**config.mk**
```make
export PLATFORM = sky130hd
export DESIGN_NAME = pmw_wake_status
export DESIGN_NICKNAME = d
export VERILOG_FILES = /design/src/pmw_pkg.sv /design/src/pmw_button_timer.sv /design/src/pmw_wake_status.sv
export SDC_FILE = /design/constraint.sdc
export NUM_CORES = 1
export LEC_CHECK = 0
export BUFFER_PORTS_ARGS = -buffer_cell sky130_fd_sc_hd__buf_2
export CORE_ASPECT_RATIO = 0.7
export CORE_MARGIN = 2
export CORE_UTILIZATION = 50
export DETAILED_ROUTE_END_ITERATION = 16
export GPL_TIMING_DRIVEN = 0
export PLACE_DENSITY = 0.84
export SLEW_MARGIN = 10
export SYNTH_ARGS = -nofsm -noshare
export SYNTH_HDL_FRONTEND = slang
export SYNTH_SLANG_ARGS = --single-unit
```
**constraint.sdc**
```tcl
create_clock -name CLK -period 2.4 [get_ports CLK]
set_clock_uncertainty 0.1 [all_clocks]
set_input_delay 0.24 -clock CLK [delete_from_list [all_inputs] [get_ports CLK]]
set_output_delay 0.24 -clock CLK [all_outputs]
set_load 0.01 [all_outputs]
```
**src/pmw_pkg.sv**
```systemverilog
// package: offsets, fields, reset values and timing for the wake event status block
package pmw_pkg;
  localparam logic [6:0] PMW_STATUS_OFFSET = 7'h00;
  localparam logic [6:0] PMW_ENABLE_OFFSET = 7'h02;
  localparam int PMW_BIT_WAKE = 15;
  localparam int PMW_BIT_OVERRIDE = 11;
  localparam int PMW_BIT_ALARM = 10;
  localparam int PMW_BIT_BUTTON = 8;
  localparam logic [15:0] PMW_STATUS_RESET = 16'h0000;
  localparam logic [15:0] PMW_ENABLE_RESET = 16'h0000;
  localparam logic [15:0] PMW_STATUS_MASK = 16'h8d00;
  localparam logic [15:0] PMW_ENABLE_MASK = 16'h0500;
  localparam longint PMW_CLK_HZ = 20000000;
  localparam longint PMW_SLOW_HZ = 32768;
  localparam int PMW_SLOW_DIV = int'(PMW_CLK_HZ / PMW_SLOW_HZ);
  localparam int PMW_OVERRIDE_S = 4;
  localparam int PMW_OVERRIDE_TICKS = int'(PMW_OVERRIDE_S * PMW_SLOW_HZ);
  typedef enum logic [1:0] {PMW_WORKING, PMW_SLEEPING, PMW_SOFT_OFF} pmw_state_t;
endpackage : pmw_pkg

```
**src/pmw_button_timer.sv**
```systemverilog
// power button hold timer on a slow tick
`timescale 1ns/100ps
`default_nettype none
module pmw_button_timer
  import pmw_pkg::*;
#(
  parameter int SLOW_DIV = PMW_SLOW_DIV,
  parameter int HOLD_TICKS = PMW_OVERRIDE_TICKS
) (
  input wire logic clk,
  input wire logic reset,
  input wire logic pressed,
  output logic expired
);
  logic [15:0] div_count;
  logic slow_tick;
  logic [31:0] hold_count;

  always_ff @(posedge clk) begin
    if (reset || div_count == 16'(SLOW_DIV - 1)) begin
      div_count <= 16'h0000;
    end else begin
      div_count <= div_count + 16'h0001;
    end
  end

  always_ff @(posedge clk) begin
    slow_tick <= !reset && div_count == 16'(SLOW_DIV - 1);
  end

  // restart whenever released; one pulse when hold reached
  always_ff @(posedge clk) begin
    if (reset || !pressed) begin
      hold_count <= 32'h00000000; // [RQ19]
      expired <= 1'b0;
    end else begin
      expired <= 1'b0;
      if (slow_tick && hold_count != 32'(HOLD_TICKS)) begin
        hold_count <= hold_count + 32'h00000001;
        expired <= hold_count == 32'(HOLD_TICKS - 1); // [RQ8]
      end
    end
  end
endmodule : pmw_button_timer
`default_nettype wire

```
**src/pmw_wake_status.sv**
```systemverilog
// upper half of the first power management event status register
`timescale 1ns/100ps
`default_nettype none
// Contract
// [RQ1] enabled alarm or button status raises wake
// [RQ2] working state: SCI if routed, else SMI
// [RQ3] bits 5 and 0 never wake
// [RQ4] wake flag set only after sleep entry
// [RQ5] wake flag returns system to working
// [RQ6] wake flag write-one-clear, resume reset clears
// [RQ7] no wake flag after unplanned power loss
// [RQ8] override flag after four second hold
// [RQ9] override forces soft-off, sets power-loss flag
// [RQ10] override flag survives hard reset, power loss
// [RQ11] alarm interrupt sets alarm flag
// [RQ12] alarm flag write-one-clear, resume reset clears
// [RQ13] button low sets button flag always
// [RQ14] working: enabled button raises SCI or SMI
// [RQ15] sleeping: enabled button raises wake
// [RQ16] long hold clears button flag, soft-off
// [RQ17] software writes one to clear button
// [RQ18] reserved bits read zero, writes ignored
// [RQ19] hold timed by slow counter, restarts
module pmw_wake_status
  import pmw_pkg::*;
#(
  parameter int SLOW_DIV = PMW_SLOW_DIV,
  parameter int HOLD_TICKS = PMW_OVERRIDE_TICKS
) (
  // clock and resets
  input wire logic CLK,
  input wire logic RESET,
  input wire logic RESUME_WELL_RESET_N,
  input wire logic HARD_RESET,
  // register port
  input wire logic [6:0] ADDR,
  input wire logic WR,
  input wire logic RD,
  input wire logic [15:0] WDATA,
  output logic [15:0] RDATA,
  // platform inputs
  input wire logic POWER_BUTTON_N,
  input wire logic ALARM_INTERRUPT_N,
  input wire logic SLEEP_ENTRY_ENABLE,
  input wire logic ACPI_INTERRUPT_ROUTE_SELECT,
  input wire logic POWER_LOSS,
  // outputs
  output logic SCI,
  output logic SYSTEM_MANAGEMENT_INTERRUPT,
  output logic WAKE_EVENT,
  output logic SOFT_OFF,
  output logic SLEEPING,
  output logic AFTER_POWER_LOSS_FLAG
);
  logic wake_status_flag;
  logic button_override_flag;
  logic alarm_status_flag;
  logic button_status_flag;
  logic alarm_event_enable;
  logic button_event_enable;
  logic entered_by_sleep;
  logic alarm_prev;
  logic button_prev;
  logic override_event;
  logic wr_status;
  logic wr_enable;
  logic wake_cond;
  logic pm_event;
  logic resume_reset;
  pmw_state_t state;
  pmw_state_t next_state;

  function automatic logic clear_hit(input logic [15:0] data, input int pos);
    return data[pos];
  endfunction : clear_hit

  assign resume_reset = RESET || !RESUME_WELL_RESET_N;
  assign wr_status = WR && ADDR == PMW_STATUS_OFFSET;
  assign wr_enable = WR && ADDR == PMW_ENABLE_OFFSET;
  // only alarm and button reach wake; bits 5 and 0 not wired
  assign wake_cond = (alarm_status_flag && alarm_event_enable) ||
                     (button_status_flag && button_event_enable); // [RQ1] [RQ3] [RQ15]
  assign pm_event = wake_cond;

  pmw_button_timer #(
    .SLOW_DIV(SLOW_DIV),
    .HOLD_TICKS(HOLD_TICKS)
  ) u_timer (
    .clk(CLK),
    .reset(resume_reset),
    .pressed(!POWER_BUTTON_N),
    .expired(override_event)
  );

  always_ff @(posedge CLK) begin
    if (resume_reset) begin
      alarm_prev <= 1'b0;
      button_prev <= 1'b0;
    end else begin
      alarm_prev <= !ALARM_INTERRUPT_N;
      button_prev <= !POWER_BUTTON_N;
    end
  end

  // enables; override leaves only the button as wake source
  always_ff @(posedge CLK) begin
    if (resume_reset) begin
      alarm_event_enable <= PMW_ENABLE_RESET[PMW_BIT_ALARM];
      button_event_enable <= PMW_ENABLE_RESET[PMW_BIT_BUTTON];
    end else if (override_event) begin
      alarm_event_enable <= 1'b0; // [RQ16]
      button_event_enable <= 1'b1; // [RQ16]
    end else if (wr_enable) begin
      alarm_event_enable <= WDATA[PMW_BIT_ALARM];
      button_event_enable <= WDATA[PMW_BIT_BUTTON];
    end
  end

  // hard reset is deliberately not a term of any status flag
  always_ff @(posedge CLK) begin
    if (resume_reset) begin
      alarm_status_flag <= PMW_STATUS_RESET[PMW_BIT_ALARM]; // [RQ12]
    end else if (!ALARM_INTERRUPT_N && !alarm_prev) begin
      alarm_status_flag <= 1'b1; // [RQ11]
    end else if (wr_status && clear_hit(WDATA, PMW_BIT_ALARM)) begin
      alarm_status_flag <= 1'b0; // [RQ12]
    end
  end

  always_ff @(posedge CLK) begin
    if (resume_reset) begin
      button_status_flag <= PMW_STATUS_RESET[PMW_BIT_BUTTON];
    end else if (override_event) begin
      button_status_flag <= 1'b0; // [RQ16]
    end else if (!POWER_BUTTON_N && !button_prev) begin
      // press edge only: a button still held after override must not wake again
      button_status_flag <= 1'b1; // [RQ13]
    end else if (wr_status && clear_hit(WDATA, PMW_BIT_BUTTON)) begin
      button_status_flag <= 1'b0; // [RQ17]
    end
  end

  // always-powered well: only RESET clears, plus a write of one to the override bit for the override flag; not resume reset or power loss
  always_ff @(posedge CLK) begin
    if (RESET) begin
      button_override_flag <= PMW_STATUS_RESET[PMW_BIT_OVERRIDE];
      AFTER_POWER_LOSS_FLAG <= 1'b0;
    end else if (override_event) begin
      button_override_flag <= 1'b1; // [RQ8] [RQ10]
      AFTER_POWER_LOSS_FLAG <= 1'b1; // [RQ9]
    end else if (wr_status && clear_hit(WDATA, PMW_BIT_OVERRIDE)) begin
      button_override_flag <= 1'b0; // [RQ10]
    end
  end

  // remembers that sleep was entered through the sleep enable
  always_ff @(posedge CLK) begin
    if (resume_reset || POWER_LOSS) begin
      entered_by_sleep <= 1'b0; // [RQ7]
    end else if (state == PMW_WORKING && SLEEP_ENTRY_ENABLE) begin
      entered_by_sleep <= 1'b1;
    end else if (state == PMW_WORKING) begin
      entered_by_sleep <= 1'b0;
    end
  end

  always_ff @(posedge CLK) begin
    if (resume_reset) begin
      wake_status_flag <= PMW_STATUS_RESET[PMW_BIT_WAKE]; // [RQ6]
    end else if (state != PMW_WORKING && entered_by_sleep && wake_cond) begin
      wake_status_flag <= 1'b1; // [RQ4]
    end else if (wr_status && clear_hit(WDATA, PMW_BIT_WAKE)) begin
      wake_status_flag <= 1'b0; // [RQ6]
    end
  end

  always_comb begin
    next_state = state;
    case (state)
      PMW_WORKING: begin
        if (SLEEP_ENTRY_ENABLE) begin
          next_state = PMW_SLEEPING;
        end
      end
      PMW_SLEEPING, PMW_SOFT_OFF: begin
        if (wake_status_flag || (wake_cond && !entered_by_sleep)) begin
          next_state = PMW_WORKING; // [RQ5]
        end
      end
      default: begin
        next_state = PMW_WORKING;
      end
    endcase
    if (override_event) begin
      next_state = PMW_SOFT_OFF; // [RQ9] [RQ16]
    end
    // resets folded in so the state outputs follow them too
    if (HARD_RESET) begin
      next_state = PMW_WORKING;
    end
    if (POWER_LOSS) begin
      next_state = PMW_SOFT_OFF;
    end
  end

  always_ff @(posedge CLK) begin
    if (resume_reset) begin
      state <= PMW_SOFT_OFF;
    end else begin
      state <= next_state;
    end
  end

  always_ff @(posedge CLK) begin
    if (resume_reset) begin
      SCI <= 1'b0;
      SYSTEM_MANAGEMENT_INTERRUPT <= 1'b0;
      WAKE_EVENT <= 1'b0;
      SOFT_OFF <= 1'b1;
      SLEEPING <= 1'b0;
    end else begin
      SCI <= state == PMW_WORKING && pm_event && ACPI_INTERRUPT_ROUTE_SELECT; // [RQ2] [RQ14]
      SYSTEM_MANAGEMENT_INTERRUPT <= state == PMW_WORKING && pm_event &&
                                     !ACPI_INTERRUPT_ROUTE_SELECT; // [RQ2] [RQ14]
      WAKE_EVENT <= state != PMW_WORKING && wake_cond; // [RQ1] [RQ15]
      SOFT_OFF <= next_state == PMW_SOFT_OFF;
      SLEEPING <= next_state == PMW_SLEEPING;
    end
  end

  // read data; reserved bits zero
  always_ff @(posedge CLK) begin
    if (RESET) begin
      RDATA <= 16'h0000;
    end else if (RD && ADDR == PMW_STATUS_OFFSET) begin
      RDATA <= {wake_status_flag, 3'h0, button_override_flag, alarm_status_flag, 1'b0,
                button_status_flag, 8'h00} & PMW_STATUS_MASK; // [RQ18]
    end else if (RD && ADDR == PMW_ENABLE_OFFSET) begin
      RDATA <= {5'h00, alarm_event_enable, 1'b0, button_event_enable, 8'h00} & PMW_ENABLE_MASK;
    end else begin
      RDATA <= 16'h0000;
    end
  end
endmodule : pmw_wake_status
`default_nettype wire

```
## Word-level counts from Yosys, hierarchy flattened

Cells that the tools add are included.

- Register bits: 83
- Bits in latches: 0
- Memory bits (writable): 0
- ROM bits: 0
- Bits of input ports: 34
- Output and inout port bits: 22
- Logic and storage cells: 102
- Memories kept: 0

- $add $sub $neg: 2
- $mul: 0
- Divide/modulo/power cells: 0
- Order comparisons: 0
- Eq/ne operators: 8
- Shift-type cells: 0
- Multiplexer cells: 20
- Bitwise operators: 1
- Reduce and logical (&&, ||, !) cells: 49

Operators with widths:

| kind | number |
|---|---|
| $add 32x1->32 const B | 1 |
| $eq 32x17->1 const B | 1 |
| $ne 32x18->1 const B | 1 |
| $logic_and 1x1->1 | 22 |
| $add 16x1->16 const B | 1 |
| $eq 16x10->1 const B | 1 |
| $mux 16 | 1 |
| $reduce_bool 2->1 | 7 |
| $mux 1 | 12 |
| $mux 11 | 1 |
| $mux 2 | 5 |
| $logic_not 1->1 | 8 |
| $reduce_or 2->1 | 4 |
| $eq 7x2->1 const B | 1 |
| $logic_not 7->1 | 1 |
| $logic_or 1x1->1 | 6 |
| $eq 2x1->1 const B | 2 |
| $eq 2x2->1 const B | 2 |
| $pmux 2 s2 | 1 |
| $logic_not 2->1 | 1 |
| $not 1->1 | 1 |

## Logic depth before layout (Yosys ltp)

- Depth in word-level cells: 10
- Depth in mapped cells: 7
- Gate-level depth less buffers: 6

## Cells and area by module

Synthesis repeated with hierarchy kept, for this count alone.

- Cell total of the unflattened synthesis: 379
- Area, all modules: 3286.9 um2

Modules (own cells, without submodules):

| module | instances | cells each | area each (um2) | sequential area each (um2) |
|---|---|---|---|---|
| pmw_button_timer | 1 | 280 | 2366.0 | 1001.0 |
| pmw_wake_status | 1 | 99 | 920.9 | 420.4 |

## Least setup slack after synthesis

OpenSTA, ideal clock, no wires.

- Path type: register to register
- Start point: reg u_timer.hold_count[0]
- End point: reg u_timer.hold_count[20]
- Setup time: 0.070 ns
- Data arrival time: 1.783 ns
- Data required time: 2.230 ns
- Slack: 0.446 ns
- Cell stages (with the launch flop): 7
- Path buffers: 1
- Period minus slack after synthesis: 1.954 ns
- Path through: dfxtp_1 > ha_1 > nand3_1 > or3_4 > buf_6 > or4_1 > a21oi_1

- Longest elaborated chain between the ends: 2
- Elaborated cells on any way between the ends: 3
- Classes of those cells: 1 x add/sub; 1 x eq/ne; 1 x reduce/logical

RTL lines:

| element | line | RTL |
|---|---|---|
| start, declared | pmw_button_timer.sv:17 | `logic [31:0] hold_count;` |
| start signal, assigned | pmw_button_timer.sv:39 | `hold_count <= hold_count + 32'h00000001;` |
| branches (longest 2 deep; another with $add 32x1->32) | - |  |

Parallel ways; which one is timed is not known.
A chain may end at the register's enable or synchronous reset.

## Final worst setup path

- Start point: reg u_timer.hold_count[1]
- End point: reg u_timer.hold_count[20]

The elaborated chain is that of the path after synthesis.

==> impl_metrics.xml <==
<?xml version="1.0" encoding="UTF-8"?>
<metrics>
  <group name="status">
    <metric name="outcome" unit="">finished clean</metric>
  </group>
  <group name="timing">
    <metric name="post-route-worst-setup-slack" unit="ns">0.1973</metric>
    <metric name="final-setup-viol-count" unit="">0</metric>
    <metric name="final_max_slew_viol_count" unit="">0</metric>
    <metric name="setup_tns_after_final_layout" unit="ns">0</metric>
    <metric name="finalHoldWorstSlack" unit="ns">0.03013</metric>
    <metric name="report.final.hold_viol_count" unit="">0</metric>
    <metric name="rsz_0062_raised_after_global_routing" unit="">no</metric>
    <metric name="fin_crit_sh" unit="%">91.78</metric>
    <metric name="finalCriticalPeriod" unit="ns">2.203</metric>
    <metric name="fmax" unit="GHz">0.4540</metric>
  </group>
  <group name="synth">
    <metric name="most_common_flop_cell_mapped_by_yosys" unit="">dfxtp_1</metric>
    <metric name="postSynthAreaPerCell" unit="sq um">8.580</metric>
    <metric name="synthesis.instances" unit="">392</metric>
    <metric name="flop_and_latch_count_out_of_synthesis" unit="">71</metric>
    <metric name="synthTopCellsByArea" unit="">dfxtp_1, nor2_1, nor4_1</metric>
    <metric name="asyncSetResetFlopFracSynth" unit="%">0</metric>
    <metric name="synth.yosys.warnings" unit="">0</metric>
    <metric name="ys_types" unit="">44</metric>
    <metric name="synth-edff-count" unit="">0</metric>
    <metric name="syn-cell-area" unit="sq um">3363</metric>
    <metric name="yosys.area.top_type" unit="">dfxtp_1</metric>
    <metric name="synth.top_cell.area_share" unit="%">42.26</metric>
    <metric name="synth_seq_area_share" unit="%">42.26</metric>
  </group>
  <group name="cts">
    <metric name="cts.reportedPaths.clkPinSlew" unit="ns">0.08</metric>
    <metric name="cts_setup_buffers" unit="">0</metric>
    <metric name="cts_inserted_buffers" unit="">9</metric>
    <metric name="clock_path_buffers" unit="">2</metric>
    <metric name="cts_tree" unit="">yes</metric>
    <metric name="clock_tree.htree_level_count" unit="">3</metric>
    <metric name="clk_root_buffer_cell" unit="">clkbuf_8</metric>
    <metric name="post_cts.resized_instances" unit="">0</metric>
    <metric name="worstSkewPairLatency" unit="ns">0.35</metric>
    <metric name="cts_hold_repair.buffers" unit="">4</metric>
    <metric name="tritoncts_num_sinks" unit="">71</metric>
  </group>
  <group name="job">
    <metric name="max_cap_violations" unit="">0</metric>
  </group>
  <group name="finish">
    <metric name="antenna-diode-count" unit="">0</metric>
    <metric name="design.final.nets" unit="">488</metric>
    <metric name="fillers" unit="">510</metric>
    <metric name="finish.utilization" unit="%">62.21</metric>
    <metric name="flow.area_growth_from_synthesis" unit="%">17.75</metric>
    <metric name="final_cell_count_no_fill" unit="">544</metric>
    <metric name="layout-drive-gt1-share" unit="%">13.91</metric>
  </group>
  <group name="power_and_ir_drop">
    <metric name="power-per-cell-area" unit="nW/um^2">624.1</metric>
    <metric name="sw_frac_of_total" unit="%">21.89</metric>
    <metric name="power_frac_seq" unit="%">48.0</metric>
    <metric name="pwr-share-clk" unit="%">48.0</metric>
    <metric name="leakagePower" unit="nW">1.478</metric>
    <metric name="internal_cell_power" unit="mW">1.931</metric>
    <metric name="ir_drop" unit="V">0.0002698</metric>
    <metric name="combinational_share_of_power" unit="%">4.0</metric>
    <metric name="total_switching_power" unit="mW">0.5409</metric>
  </group>
  <group name="floorplan">
    <metric name="number_of_placement_rows" unit="">24</metric>
    <metric name="initial_core_util" unit="%">52.83</metric>
    <metric name="die_h" unit="microns">72.62</metric>
    <metric name="core-area" unit="sq um">6366</metric>
    <metric name="die_width" unit="microns">102.0</metric>
    <metric name="io_pins" unit="">56</metric>
    <metric name="dieArea" unit="sq um">7409</metric>
  </group>
  <group name="critical_path">
    <metric name="setup.worst_path.class" unit="">reg2reg</metric>
    <metric name="critPathRequiredTime" unit="ns">2.59</metric>
    <metric name="worstSetupStartpointType" unit="">flop</metric>
    <metric name="cp_max_fo" unit="">10</metric>
    <metric name="setup.worst_path.end_class" unit="">flop</metric>
    <metric name="critical_path_arrival" unit="ns">2.39</metric>
  </group>
  <group name="global_route">
    <metric name="grt_start_max_net_pins" unit="">15</metric>
    <metric name="vias_in_the_first_global_route" unit="">2788</metric>
    <metric name="grt_pass1_wl" unit="mm">12.56</metric>
    <metric name="globalRouteOverflowTotal" unit="">0</metric>
    <metric name="globalRouteTotalUtil" unit="%">21.45</metric>
    <metric name="antenna_violations_before_repair" unit="">0</metric>
  </group>
  <group name="placement">
    <metric name="placed_cells" unit="">524</metric>
    <metric name="io_buffer_count" unit="">30</metric>
    <metric name="dp_hpwl" unit="mm">5.166</metric>
    <metric name="post_place_setup_slack" unit="ns">0.2154</metric>
    <metric name="place_congestion" unit="">0.8317</metric>
  </group>
  <group name="min_path">
    <metric name="hold_path.class" unit="">in2reg</metric>
  </group>
  <group name="routing">
    <metric name="dr.pass1.iters" unit="">5</metric>
    <metric name="drt_wl_total" unit="mm">7.473</metric>
    <metric name="detailedRoute.firstIterationViolations" unit="">341</metric>
    <metric name="detailroute.via_count" unit="">3112</metric>
    <metric name="avgRoutedWirePerCell" unit="microns">13.74</metric>
    <metric name="vias_per_cell" unit="">5.721</metric>
    <metric name="drc_errors" unit="">0</metric>
    <metric name="route.antenna.remaining_nets" unit="">0</metric>
  </group>
</metrics>
## cell usage after synthesis, drive strengths merged (4+ instances only)
cell type / instances
o31ai: 6
xnor2: 12
nor2: 41
nand2b: 7
and4: 5
nand2: 27
xor2: 9
inv: 15
dfxtp: 71
nor3: 16
nor4b: 4
buf: 14
nand4: 15
or3: 8
o21ai: 12
and3: 11
nor4: 17
mux2i: 10
nand3: 21
ha: 6
clkbuf: 10
a21oi: 19
or4: 10
## routing by layer
| layer | vias up | global-route usage (%) | wire length (microns) |
|---|---|---|---|
| li1 | 1505 | - | - |
| met1 | 1420 | 27.46 | 3353 |
| met2 | 169 | 34.87 | 3287 |
| met3 | 18 | 6.322 | 693 |
| met4 | 0 | 7.407 | 140 |
| met5 | - | 0 | 0 |
## cell families (layout without fill, tap and decap cells)
family          count (synthesis)  in the layout  share of synthesized area (%)
fa+ha+maj                       6              6                          2.232
xor+xnor                       21             21                          5.469
other cells                     1             12                         0.1115
simple gates                  192            192                          31.18
compound gates                 52             52                          9.822
mux                            10             10                          2.976
buf+inv                        39             89                          5.952
flops                          71             71                          42.26
## sequential cells by signal, summed over array words and instances, names as in the netlist
name / cells
u_timer.hold_count: 32
u_timer.div_count: 16
RDATA: 4
state: 2
AFTER_POWER_LOSS_FLAG: 1
SCI: 1
SLEEPING: 1
SOFT_OFF: 1
SYSTEM_MANAGEMENT_INTERRUPT: 1
WAKE_EVENT: 1
alarm_event_enable: 1
alarm_prev: 1
alarm_status_flag: 1
button_event_enable: 1
button_override_flag: 1
button_prev: 1
button_status_flag: 1
entered_by_sleep: 1
u_timer.expired: 1
u_timer.slow_tick: 1
wake_status_flag: 1
## power groups by stage
stage                     combinational (mW)  sequential (mW)  clock (mW)
after CTS                             0.0959             1.19        1.20
after global routing                   0.108             1.19        1.27
after global placement                0.0874             1.21           0
after floorplan                       0.0576             1.21           0
after detailed placement              0.0895             1.21           0
final                                 0.0977             1.19        1.19
## worst max-delay path, stage by stage (launching register included)
cell	delay [ns]
dfxtp_1	0.44
ha_1	0.23
nand3_1	0.17
or3_4	0.39
buf_6	0.15
or4_1	0.50
a21oi_1	0.14
## final timing paths
check / endpoint / cells after the start / start / slack [ns]
worst max-delay path: u_timer.hold_count[20]$_SDFFE_PP0P_ / 6 / u_timer.hold_count[1]$_SDFFE_PP0P_ / 0.20
worst min-delay path: AFTER_POWER_LOSS_FLAG$_SDFFE_PP0P_ / 2 / RESET / 0.03
worst max register to register: u_timer.hold_count[20]$_SDFFE_PP0P_ / 6 / u_timer.hold_count[1]$_SDFFE_PP0P_ / 0.20
worst min register to register: RDATA[11]$_SDFF_PP0_ / 1 / button_override_flag$_SDFFE_PP0P_ / 0.36
## layout by cell type (no fill, tap or decap), types with 14 or more instances in the layout
cell	Yosys	layout
dfxtp_1	71	71
nor3_1	16	16
nor2_1	41	41
inv_1	15	15
a21oi_1	19	19
nand4_1	14	14
nand3_1	21	21
nor4_1	17	17
nand2_1	27	27
buf_2	1	31
## final cells by class
type	count	area (sq um)	share of cell area, %
multi-input combinational	293	1783	45.02
buffer	24	143.9	3.633
tap	91	113.9	2.875
sequential	71	1421	35.89
timing repair buffer	34	190.2	4.803
clock inverter	7	127.6	3.223
clock buffer	9	123.9	3.128
inverter	15	56.30	1.422
## through the flow
stage / total power, mW / area [sq um]
global placement: 1.301 / 3669
global route: 2.564 / 3960
finish: 2.472 / 3960
CTS: 2.485 / 3960
floorplan: 1.271 / 3405
detailed placement: 1.304 / 3669
Power figures use the tool's default switching activity.
